File: src/design/iprep_defs.vh
`ifndef IPREP_DEFS_VH
`define IPREP_DEFS_VH
// instruction word layout
`define IPREP_IW_W        32
`define IPREP_OPC_MSB     31
`define IPREP_OPC_LSB     24
`define IPREP_CLS_MSB     23
`define IPREP_CLS_LSB     22
`define IPREP_DST_MSB     21
`define IPREP_DST_LSB     18
`define IPREP_LEN_MSB     17
`define IPREP_LEN_LSB     10
// execution classes
`define IPREP_CLS_ARITH   2'h0
`define IPREP_CLS_INSTR   2'h1
`define IPREP_CLS_BRANCH  2'h2
`define IPREP_CLS_BXH     2'h3
// timing
`define IPREP_EXEC_MIN    8'h02
`define IPREP_ILEN        32'h4
`define IPREP_IC_RESET    32'h0
`endif

File: src/design/iprep_buf.v
`include "iprep_defs.vh"
module iprep_buf #(
  parameter W     = 32,
  parameter DEPTH = 4,
  parameter AW    = 2
) (
  input  wire          ref_clk,
  input  wire          sys_rst,
  input  wire          clr,
  input  wire          wr_en,
  input  wire [W-1:0]  wr_data,
  input  wire          rd_en,
  output reg  [W-1:0]  rd_data,
  output wire [AW:0]   level
);
  reg [W-1:0]  mem [0:DEPTH-1];
  reg [AW-1:0] wp_r;
  reg [AW-1:0] rp_r;
  reg [AW:0]   cnt_r;
  assign level = cnt_r;
  always @(posedge ref_clk) begin
    if (wr_en)
      mem[wp_r] <= wr_data;
  end
  // read data registered; shows the next head entry on the same edge the pointer moves
  always @(posedge ref_clk or posedge sys_rst) begin
    if (sys_rst) begin
      wp_r    <= {AW{1'b0}};
      rp_r    <= {AW{1'b0}};
      cnt_r   <= {(AW+1){1'b0}};
      rd_data <= {W{1'b0}};
    end else if (clr) begin
      // redirect: buffered words belong to the old path
      wp_r  <= {AW{1'b0}};
      rp_r  <= {AW{1'b0}};
      cnt_r <= {(AW+1){1'b0}};
    end else begin
      if (wr_en)
        wp_r <= wp_r + 1'b1;
      if (rd_en)
        rp_r <= rp_r + 1'b1;
      cnt_r   <= cnt_r + {{AW{1'b0}}, wr_en} - {{AW{1'b0}}, rd_en};
      rd_data <= mem[rd_en ? rp_r + 1'b1 : rp_r];
    end
  end
endmodule // iprep_buf

File: src/design/iprep_exec_seq.v
`include "iprep_defs.vh"
module iprep_exec_seq #(
  parameter LW = 8
) (
  input  wire          ref_clk,
  input  wire          sys_rst,
  input  wire          start,
  input  wire [LW-1:0] cycles,
  output wire          first_step,
  output wire          last_step,
  output wire          busy
);
  reg          run_r;
  reg [LW-1:0] left_r;
  assign busy       = run_r;
  assign first_step = start;
  assign last_step  = run_r && (left_r == {{(LW-1){1'b0}}, 1'b1});
  always @(posedge ref_clk or posedge sys_rst) begin
    if (sys_rst) begin
      run_r  <= 1'b0;
      left_r <= {LW{1'b0}};
    end else if (start && !run_r) begin
      // first cycle happens on the start edge; remaining counted here
      run_r  <= 1'b1;
      left_r <= cycles - 1'b1;
    end else if (last_step) begin
      run_r  <= 1'b0;
      left_r <= {LW{1'b0}};
    end else if (run_r) begin
      left_r <= left_r - 1'b1;
    end
  end
endmodule // iprep_exec_seq

File: src/design/iprep_core.v
`include "iprep_defs.vh"
module iprep_core #(
  parameter IW     = 32,
  parameter DW     = 32,
  parameter AW     = 32,
  parameter DEPTH  = 4,
  parameter DAW    = 2,
  parameter LW     = 8,
  parameter PF_LVL = 2
) (
  input  wire          ref_clk,
  input  wire          sys_rst,
  output reg           fetch_req,
  output reg  [AW-1:0] fetch_addr,
  input  wire          fetch_accept,
  input  wire          fetch_valid,
  input  wire [IW-1:0] fetch_data,
  input  wire [DW-1:0] opnd_a_in,
  input  wire [DW-1:0] opnd_b_in,
  input  wire          branch_target_valid,
  input  wire [AW-1:0] branch_target,
  output reg  [7:0]    exec_opcode_register,
  output reg  [DW-1:0] opnd_a_r,
  output reg  [DW-1:0] opnd_b_r,
  output reg  [AW-1:0] instr_counter_r,
  output reg           prep_step_one,
  output reg           prep_step_two,
  output wire          arith_start,
  output wire          instr_related_start,
  output wire          branch_start,
  output wire [2:0]    unit_busy,
  output wire          exec_first_step,
  output wire          exec_last_cycle_step,
  output reg  [DW-1:0] result_out_r,
  output reg  [3:0]    result_dst_r,
  output reg           result_valid_r,
  output reg           branch_taken_r
);
  // instruction buffer
  wire          buf_rd;
  wire [IW-1:0] buf_head;
  wire [DAW:0]  buf_lvl;
  reg  [DAW:0]  pend_r;
  reg  [DAW:0]  drop_r;
  reg           stale_req_r;
  reg  [IW-1:0] prep_iw_r;
  reg  [DW-1:0] opnd_a_s;
  reg  [DW-1:0] opnd_b_s;
  wire          flush = branch_taken_r;
  // words already requested before a redirect are discarded on return
  wire          buf_wr = fetch_valid && !flush && (drop_r == {(DAW+1){1'b0}});
  wire [DAW:0]  pend_nxt = pend_r + {{DAW{1'b0}}, fetch_req && fetch_accept}
                           - {{DAW{1'b0}}, fetch_valid && (pend_r != 0)};
  iprep_buf #(.W(IW), .DEPTH(DEPTH), .AW(DAW)) u_buf (
    .ref_clk (ref_clk),
    .sys_rst (sys_rst),
    .clr     (flush),
    .wr_en   (buf_wr),
    .wr_data (fetch_data),
    .rd_en   (buf_rd),
    .rd_data (buf_head),
    .level   (buf_lvl)
  );

  // per-unit sequencers
  reg  [IW-1:0] exec_iw_r;
  reg  [1:0]    exec_cls_r;
  reg  [2:0]    start_r;
  wire [2:0]    first_v;
  wire [2:0]    last_v;
  wire [2:0]    busy_v;
  wire [LW-1:0] len_v = (exec_iw_r[`IPREP_LEN_MSB:`IPREP_LEN_LSB] < `IPREP_EXEC_MIN)
                        ? `IPREP_EXEC_MIN : exec_iw_r[`IPREP_LEN_MSB:`IPREP_LEN_LSB];
  genvar g;
  generate
    for (g = 0; g < 3; g = g + 1) begin : g_unit
      iprep_exec_seq #(.LW(LW)) u_seq (
        .ref_clk    (ref_clk),
        .sys_rst    (sys_rst),
        .start      (start_r[g]),
        .cycles     (len_v),
        .first_step (first_v[g]),
        .last_step  (last_v[g]),
        .busy       (busy_v[g])
      );
    end
  endgenerate
  assign arith_start          = start_r[0];
  assign instr_related_start  = start_r[1];
  assign branch_start         = start_r[2];
  assign unit_busy            = busy_v;
  assign exec_first_step      = |first_v;
  // paired units end together on the common last step
  assign exec_last_cycle_step = |last_v;

  // execution in progress: any unit still active or starting
  wire exec_active = (|busy_v) || (|start_r);
  // start allowed when idle or the last step is now ending
  wire exec_free   = !exec_active || (exec_last_cycle_step && !(|start_r));

  // preparation: one shared pair of steps for every class
  // head word latched at step one; the buffer read moves on to the next word
  wire [1:0] head_cls = prep_iw_r[`IPREP_CLS_MSB:`IPREP_CLS_LSB];
  reg        head_ok_r;
  wire       step1_go = !prep_step_one && !prep_step_two && head_ok_r && (buf_lvl != 0)
                        && !flush;
  wire       step2_done = prep_step_two && exec_free;
  assign buf_rd = step1_go;

  always @(posedge ref_clk or posedge sys_rst) begin
    if (sys_rst) begin
      prep_step_one        <= 1'b0;
      prep_step_two        <= 1'b0;
      start_r              <= 3'h0;
      head_ok_r            <= 1'b0;
      exec_opcode_register <= 8'h00;
      exec_iw_r            <= {IW{1'b0}};
      exec_cls_r           <= 2'h0;
      prep_iw_r            <= {IW{1'b0}};
      opnd_a_s             <= {DW{1'b0}};
      opnd_b_s             <= {DW{1'b0}};
      opnd_a_r             <= {DW{1'b0}};
      opnd_b_r             <= {DW{1'b0}};
      instr_counter_r      <= `IPREP_IC_RESET;
    end else begin
      head_ok_r <= (buf_lvl != 0) && !buf_rd && !flush;
      start_r   <= 3'h0;
      if (flush) begin
        prep_step_one <= 1'b0;
        prep_step_two <= 1'b0;
        head_ok_r     <= 1'b0;
        instr_counter_r <= branch_target;
      end else begin
        prep_step_one <= step1_go;
        if (step1_go)
          prep_iw_r <= buf_head;
        if (prep_step_one) begin
          prep_step_two   <= 1'b1;
          // staged so the running execution keeps its own operands
          opnd_a_s        <= opnd_a_in;
          opnd_b_s        <= opnd_b_in;
          instr_counter_r <= instr_counter_r + `IPREP_ILEN;
        end else if (step2_done) begin
          prep_step_two <= 1'b0;
        end
        if (step2_done) begin
          // opcode lands on the same edge as start, valid during the first step
          exec_opcode_register <= prep_iw_r[`IPREP_OPC_MSB:`IPREP_OPC_LSB];
          exec_iw_r            <= prep_iw_r;
          opnd_a_r             <= opnd_a_s;
          opnd_b_r             <= opnd_b_s;
          exec_cls_r           <= head_cls;
          case (head_cls)
            `IPREP_CLS_ARITH:  start_r <= 3'h1;
            `IPREP_CLS_INSTR:  start_r <= 3'h2;
            `IPREP_CLS_BRANCH: start_r <= 3'h4;
            default:           start_r <= 3'h5;
          endcase
        end
      end
    end
  end

  // head entry leaves the buffer at step one; buffer read marks consumption
  // instruction fetch control with prefetch and conflict suppression
  wire [DAW:0] room = DEPTH[DAW:0] - buf_lvl - pend_r;
  wire         want = (buf_lvl + pend_r) <= PF_LVL[DAW:0] && (room != 0);
  wire         conflict = flush || (branch_start && !fetch_req);
  always @(posedge ref_clk or posedge sys_rst) begin
    if (sys_rst) begin
      fetch_req  <= 1'b0;
      fetch_addr <= {AW{1'b0}};
      pend_r     <= {(DAW+1){1'b0}};
      drop_r     <= {(DAW+1){1'b0}};
      stale_req_r <= 1'b0;
    end else begin
      pend_r <= pend_nxt;
      if (flush)
        drop_r <= pend_nxt;
      else
        drop_r <= drop_r + {{DAW{1'b0}}, fetch_req && fetch_accept && stale_req_r}
                         - {{DAW{1'b0}}, fetch_valid && (drop_r != 0)};
      if (fetch_req && fetch_accept)
        stale_req_r <= 1'b0;
      else if (flush && fetch_req)
        stale_req_r <= 1'b1;
      if (fetch_req) begin
        if (fetch_accept) begin
          fetch_req  <= 1'b0;
          fetch_addr <= (flush || stale_req_r) ? branch_target
                                               : fetch_addr + `IPREP_ILEN;
        end
      end else if (flush) begin
        fetch_addr <= branch_target;
      end else if (want && !conflict) begin
        fetch_req <= 1'b1;
      end
    end
  end

  // per-class execution datapath; class selects the working step set
  always @(posedge ref_clk or posedge sys_rst) begin
    if (sys_rst) begin
      result_out_r   <= {DW{1'b0}};
      result_dst_r   <= 4'h0;
      result_valid_r <= 1'b0;
      branch_taken_r <= 1'b0;
    end else begin
      result_valid_r <= 1'b0;
      branch_taken_r <= 1'b0;
      if (last_v[0] || last_v[1]) begin
        case (exec_cls_r)
          `IPREP_CLS_ARITH: result_out_r <= opnd_a_r + opnd_b_r;
          `IPREP_CLS_INSTR: result_out_r <= opnd_b_r;
          default:          result_out_r <= opnd_a_r - opnd_b_r;
        endcase
        result_dst_r   <= exec_iw_r[`IPREP_DST_MSB:`IPREP_DST_LSB];
        result_valid_r <= 1'b1;
      end
      if (last_v[2] && branch_target_valid) begin
        if (exec_cls_r != `IPREP_CLS_BXH || $signed(opnd_a_r) > $signed(opnd_b_r))
          branch_taken_r <= 1'b1;
      end
    end
  end
endmodule // iprep_core

File: config.mk
export PLATFORM = sky130hd
export DESIGN_NAME = iprep_core
export DESIGN_NICKNAME = d
export VERILOG_FILES = /design/src/design/iprep_buf.v /design/src/design/iprep_exec_seq.v /design/src/design/iprep_core.v
export VERILOG_INCLUDE_DIRS = /design/src /design/src/design
export SDC_FILE = /design/constraint.sdc
export NUM_CORES = 1
export LEC_CHECK = 0
export BUFFER_PORTS_ARGS = -buffer_cell sky130_fd_sc_hd__buf_4
export CORE_MARGIN = 3
export CORE_UTILIZATION = 38
export CTS_BUF_LIST = sky130_fd_sc_hd__clkbuf_8
export CTS_CLUSTER_DIAMETER = 60
export DETAILED_ROUTE_END_ITERATION = 8
export PLACE_DENSITY_LB_ADDON = 0.25
export SYNTH_ARGS = -nofsm -noshare
export SYNTH_HDL_FRONTEND = slang
export SYNTH_SLANG_ARGS = --single-unit
export TNS_END_PERCENT = 1
File: constraint.sdc
create_clock -name ref_clk -period 15.1 [get_ports ref_clk]
set_input_delay 3.02 -clock ref_clk [delete_from_list [all_inputs] [get_ports ref_clk]]
set_output_delay 3.02 -clock ref_clk [all_outputs]
set_load 0.03 [all_outputs]
# Word-level counts from Yosys, hierarchy flattened
# Memories as Yosys holds them, arrays and structs flattened. A register that Yosys moved wholly into a read port is not among the register bits.
# Cells that the tools add are included.
[classes]
n_addsub = 19
magnitude_cmp = 3
eq_ne = 8
n_mux = 48
bitwise = 1
reduce_logical = 68
[ops]
columns = ["op", "count"]
rows = [
  ["32-bit two-way mux", 6],
  ["8-bit two-way mux", 10],
  ["32-bit by 3-bit adder with 32-bit output (second input constant)", 2],
  ["32-bit case mux with 2 select lines", 1],
  ["32-bit adder", 1],
  ["32-bit greater-than comparator", 1],
  ["32-bit subtractor", 1],
  ["8-bit by 1-bit subtractor with 8-bit output (second input constant)", 4],
  ["1-bit logical AND", 25],
  ["8-bit by 1-bit equality test with 1-bit output (second input constant)", 3],
  ["3-bit nonzero test", 8],
  ["1-bit two-way mux", 22],
  ["2-bit nonzero test", 7],
  ["1-bit logical NOT", 12],
  ["3-bit two-way mux", 4],
  ["3-bit by 1-bit adder with 3-bit output", 3],
  ["3-bit case mux with 3 select lines", 1],
  ["3-bit OR reduction", 3],
  ["3-bit by 1-bit subtractor with 3-bit output", 3],
  ["8-bit by 2-bit less-than comparator with 1-bit output (second input constant)", 1],
  ["2-bit two-way mux", 4],
  ["2-bit AND reduction", 4],
  ["1-bit logical OR", 6],
  ["2-bit by 1-bit adder with 2-bit output (second input constant)", 2],
  ["other kinds (11)", 13],
]
[word_totals]
regBits = 342
ramBits = 128
inputBits = 133
n_memories = 1
[mem_list]
columns = ["memory", "words", "width", "rd", "rd_ports_with_merged_regs", "write_ports", "line_no", "rtl"]
rows = [
  ["u_buf.mem", 4, 32, 1, 1, 1, "iprep_buf.v:16", "reg [W-1:0] mem [0:DEPTH-1];"],
]

# Logic depth before layout (Yosys ltp)
[depth]
ltp_word = 9
depth_mapped = 13

# Cells and area by module
# From an unflattened synthesis, not the netlist that was laid out.
[hier_totals]
hier_cells = 2324
area_unflattened_um2 = 24549.8
[modules_own_cells]
columns = ["mod", "instances", "cells_each", "area_each_um2", "seq_area_each_um2"]
rows = [
  ["iprep_core", 1, 1645, 16074.2, 7206.9],
  ["iprep_buf", 1, 418, 6336.1, 4819.6],
  ["iprep_exec_seq", 3, 87, 713.2, 225.2],
]

# Least setup slack after synthesis
# Ideal clock, no wire load.
[synth_path]
path_type = "register to output"
from = "reg g_unit[1].u_seq.left_r[4]"
to = "out exec_last_cycle_step"
t_arrival_ns = 1.717
required_ns = 12.080
setup_slack_ns = 10.363
path_stages_with_launch = 7
path_buffers = 2
path_cell_list = "dfrtp_1 nor3_1 nand3_2 and2_1 buf_2 clkbuf_1 nand2_1"
[synth_between]
elab_chain_cells = 3
[synth_lines]
columns = ["item", "line_no", "rtl"]
rows = [
  ["start: declaration", "iprep_exec_seq.v:14", "reg [LW-1:0] left_r;"],
  ["start signal: assignment", "iprep_exec_seq.v:21", "left_r <= {LW{1'b0}};"],
  ["start signal: assignment", "iprep_exec_seq.v:25", "left_r <= cycles - 1'b1;"],
  ["start signal: assignment", "iprep_exec_seq.v:28", "left_r <= {LW{1'b0}};"],
  ["8-bit by 1-bit equality test with 1-bit output", "iprep_exec_seq.v:17", "assign last_step = run_r && (left_r == {{(LW-1){1'b0}}, 1'b1});"],
  ["1-bit logical AND", "iprep_exec_seq.v:17", ""],
  ["3-bit OR reduction", "iprep_core.v:94", "assign exec_last_cycle_step = |last_v;"],
  ["end: declaration", "iprep_core.v:33", "output wire exec_last_cycle_step,"],
]
# No other way between the ends.

# Worst setup path in the final report
[layout_path]
from = "reg g_unit[2].u_seq.run_r"
to = "out exec_last_cycle_step"
[layout_between]
elab_chain_cells = 2
[layout_lines]
columns = ["item", "line_no", "rtl"]
rows = [
  ["start: declaration", "iprep_exec_seq.v:13", "reg run_r;"],
  ["start signal: assignment", "iprep_exec_seq.v:20", "run_r <= 1'b0;"],
  ["start signal: assignment", "iprep_exec_seq.v:24", "run_r <= 1'b1;"],
  ["start signal: assignment", "iprep_exec_seq.v:27", "run_r <= 1'b0;"],
  ["1-bit logical AND", "iprep_exec_seq.v:17", ""],
  ["3-bit OR reduction", "iprep_core.v:94", ""],
]
# No other way between the ends.

==> flow_metrics.env <==
export IMPL_pin_count=318
export IMPL_die_h_microns=248.4
export IMPL_worst_pin_slew_ns=1.164
export IMPL_place_congestion=0.8841
export IMPL_yosys_register_bits=432
export IMPL_synthSimpleGateAreaFrac=0.1242
export IMPL_powerDensity_nw_per_um2=264.4
export IMPL_hold_start="u_buf.rd_data[16]"
export IMPL_wl_mm=62.53
export IMPL_slew_violations=0
export IMPL_skew_ns=0.03658
export IMPL_postRouteAntennaNets=0
export IMPL_layout_commonest_cell="dfrtp_1"
export IMPL_crit_chain="inv_2 > nor4_1 > nand2b_1 > nand2_1 > buf_4"
export IMPL_max_slew_margin=0.2237
export IMPL_critPathKind="flip-flop to output port"
export IMPL_synth_mux_area_frac=0.09832
export IMPL_p_sw_frac=0.4622
export IMPL_dp_cells=3106
export IMPL_core_area_sq_um=57920
export IMPL_arrival_ns=2.67
export IMPL_status="finished, final reports clean"
export IMPL_ir_drop_mv=0.1240
export IMPL_crit_fanout=16
export IMPL_cts_buffer_depth=3
export IMPL_setup_viol=0
export IMPL_drc=0
export IMPL_synth_edf_count=88
export IMPL_cts_resized=0
export IMPL_critPathLaunchType="flip-flop"
export IMPL_grt_pass1_wl_mm=97.94
export IMPL_min_path_cells=2
export IMPL_multi_input_comb_area_sq_um=10180
export IMPL_p_int_w=0.003817
export IMPL_die_w_microns=248.4
export IMPL_layout_common_cells="343 x dfrtp_1, 327 x buf_4, 277 x nand2_1, 179 x o21ai_0, 151 x nor2_1"
export IMPL_synth_xor_area_share=0.03643
export IMPL_grt_pass1_vias=17430
export IMPL_fin_area_sq_um=26840
export IMPL_grt_max_degree=169
export IMPL_clkPwrFrac=0.156
export IMPL_end_kind="output port"
export IMPL_synth_avg_cell_area_sq_um=10.47
export IMPL_syn_inst=2131
export IMPL_wl_per_cell_microns=19.25
export IMPL_synthDistinctLibCells=88
export IMPL_synthAdderAreaFrac=0.05583
export IMPL_grtUsageTotal=0.2020
export IMPL_cts_root_buf="clkbuf_8"
export IMPL_async_flop_share=0.7963
export IMPL_routed_via_density=5.323
export IMPL_holdCritPathClass="flip-flop to flip-flop"
export IMPL_post_cts_buffers=0
export IMPL_r2r_slack_ns=10.84
export IMPL_cts_buffers=77
export IMPL_antenna_found_initial=6
export IMPL_critPathLaunch="g_unit[2].u_seq.busy"
export IMPL_cts_tree="done"
export IMPL_worstReg2RegEnd="opnd_a_r[21]"
export IMPL_holdBufCountCts=0
export IMPL_p_sw_w=0.003280
export IMPL_htreeDepth=3
export IMPL_num_fill_cells=5500
export IMPL_hold_viol=0
export IMPL_cpPeakStageDelay_ns=0.65
export IMPL_drtPass1Iterations=5
export IMPL_clk_pin_slew_ns=0.06
export IMPL_yosysWarnings=0
export IMPL_fin_ws_ns=9.412
export IMPL_synth_seq_area_share=0.5040
export IMPL_drt_iter0_markers=1007
export IMPL_preCtsSetupSlack_ns=10.13
export IMPL_rsz0062_at_grt="no"
export IMPL_place_area_sq_um=25270
export IMPL_seqCellArea_sq_um=11250
export IMPL_synth_compound_area_frac=0.1393
export IMPL_pwr_share_seq=0.298
export IMPL_maxCapViolCount=0
export IMPL_holdWs_ns=0.4660
export IMPL_layout_nets=2649
export IMPL_r2r_start="g_unit[1].u_seq.busy"
export IMPL_worstHoldEndpoint="u_buf.rd_data[16]"
export IMPL_synth_flop_cell="dfrtp_1"
export IMPL_drive_above_1_share=0.2520
export IMPL_fin_cells=3248
export IMPL_cp_slowest_cell="dfrtp_1"
export IMPL_grt_overflow_total=0
export IMPL_portBuffers=307
export IMPL_ff2ff_path_depth=9
export IMPL_dp_hpwl_mm=43.58
export IMPL_syn2layout_area_growth_pct=20.25
export IMPL_vias=17290
export IMPL_clk_latency_ns=0.68
export IMPL_dieArea_sq_um=61690
export IMPL_period_share=0.3767
export IMPL_synth_fp_nets=2360
export IMPL_finalCriticalPeriod_ns=5.688
export IMPL_fmaxAchievable_mhz=175.8
export IMPL_power_leakage_nw=11.51
export IMPL_worstPathRequired_ns=12.08
export IMPL_row_count=88
export IMPL_syn_area_sq_um=22320
export IMPL_synth_top_family_by_area="compound AO/OA/AOI/OAI gates"
export IMPL_start_util=0.3854
export IMPL_comb_power_share=0.546
export IMPL_setup_tns_ns=0
export IMPL_cts_sinks=432
## layer usage
metal,GRT usage,up-vias,part of all wire
li1,-,8175,-
met1,0.2538,8460,0.42
met2,0.3424,551,0.49
met3,0.04812,98,0.069
met4,0.06792,4,0.020
met5,0,-,0.00037
## synthesized netlist by cell type (4+ instances only)
cell type / count / area (sq um)
a211o_1: 5 / 43.79
a211oi_1: 15 / 112.6
a21boi_0: 7 / 52.55
a21o_1: 13 / 97.59
a21oi_1: 120 / 600.6
a221oi_1: 11 / 96.34
a31oi_1: 15 / 93.84
a41oi_1: 6 / 52.55
and2_1: 10 / 62.56
and3_1: 14 / 87.58
buf_1: 7 / 26.28
buf_2: 20 / 100.1
buf_4: 12 / 90.09
buf_6: 4 / 45.04
clkbuf_1: 73 / 274.0
clkinv_1: 5 / 18.77
dfrtp_1: 344 / 8608
edfxtp_1: 88 / 2643
fa_1: 6 / 120.1
ha_1: 90 / 1126
inv_1: 97 / 364.1
mux2_1: 9 / 101.4
mux2_2: 133 / 1498
mux2i_1: 10 / 100.1
mux4_2: 22 / 495.5
nand2_1: 277 / 1040
nand2b_1: 8 / 50.05
nand3_1: 38 / 190.2
nand4_1: 28 / 175.2
nor2_1: 152 / 570.6
nor2b_1: 17 / 106.4
nor3_1: 36 / 180.2
nor4_1: 11 / 68.82
o211ai_1: 18 / 135.1
o21a_1: 11 / 82.58
o21ai_0: 179 / 895.9
o21bai_1: 12 / 90.09
o22a_1: 5 / 43.79
o22ai_1: 22 / 137.6
o311ai_0: 4 / 35.03
o31ai_1: 15 / 112.6
or3_1: 8 / 50.05
or4_1: 5 / 37.54
xnor2_1: 56 / 490.5
xor2_1: 35 / 306.5
## cell type report
type / count / share of cell area
flip-flops and latches: 432 / 0.4193
multi-input cells: 1477 / 0.3793
repair buffers: 328 / 0.09220
clock buffers: 90 / 0.04615
well taps: 765 / 0.03566
inverters: 104 / 0.01482
clock inverters: 49 / 0.01226
diodes: 3 / 0.0002797
## worst max-delay path, delay by kind of cell (launching register included)
kind                   cells  cell delay (ns)
buffers and inverters      2             0.32
DFF                        1             0.65
and+or+nand+nor            3             1.01
## sequential cells by signal, summed over array words and instances, names as in the netlist, 8 cells and up
signal	flops
u_buf.mem	88
fetch_addr	32
instr_counter_r	32
opnd_a_r	32
opnd_a_s	32
opnd_b_r	32
opnd_b_s	32
result_out_r	32
g_unit.u_seq.left_r	24
prep_iw_r	22
u_buf.rd_data	22
exec_iw_r	12
exec_opcode_register	8
## stage by stage
stage	util	power, W
2_1_floorplan	-	0.004815
3_3_place_gp	0.4363	0.005932
3_5_place_dp	0.4363	0.006008
4_1_cts	0.4633	0.007156
5_1_grt	0.4634	0.007636
6_report	0.4635	0.007097
## how the worst max path moves through the flow
| stage | end | slack [ns] | depth (start not counted) |
|---|---|---|---|
| after floorplan | branch_taken_r | 2.54 | 1 |
| after global placement | exec_last_cycle_step | 10.12 | 5 |
| after detailed placement | exec_last_cycle_step | 10.13 | 5 |
| after CTS | exec_last_cycle_step | 9.35 | 5 |
| after global routing | exec_last_cycle_step | 9.16 | 5 |
| final | exec_last_cycle_step | 9.41 | 5 |
## cells by family (layout without fill, tap and decap cells)
logic type | count (synthesis) | after routing
compound gates | 496 | 496
xor+xnor | 92 | 92
fa+ha+maj | 96 | 96
buf+inv | 222 | 571
flops | 432 | 432
mux | 174 | 174
other cells | 0 | 3
simple gates | 619 | 619
## power groups by stage
| stage | Combinational, W | Clock (W) | Sequential [W] |
|---|---|---|---|
| after CTS | 0.00389 | 0.00115 | 0.00212 |
| after detailed placement | 0.00387 | 0 | 0.00214 |
| after global placement | 0.00382 | 0 | 0.00211 |
| after floorplan | 0.00239 | 0 | 0.00242 |
| final | 0.00387 | 0.00111 | 0.00212 |
| after global routing | 0.00424 | 0.00121 | 0.00219 |
No activity file was read; power rests on OpenSTA's default activity.
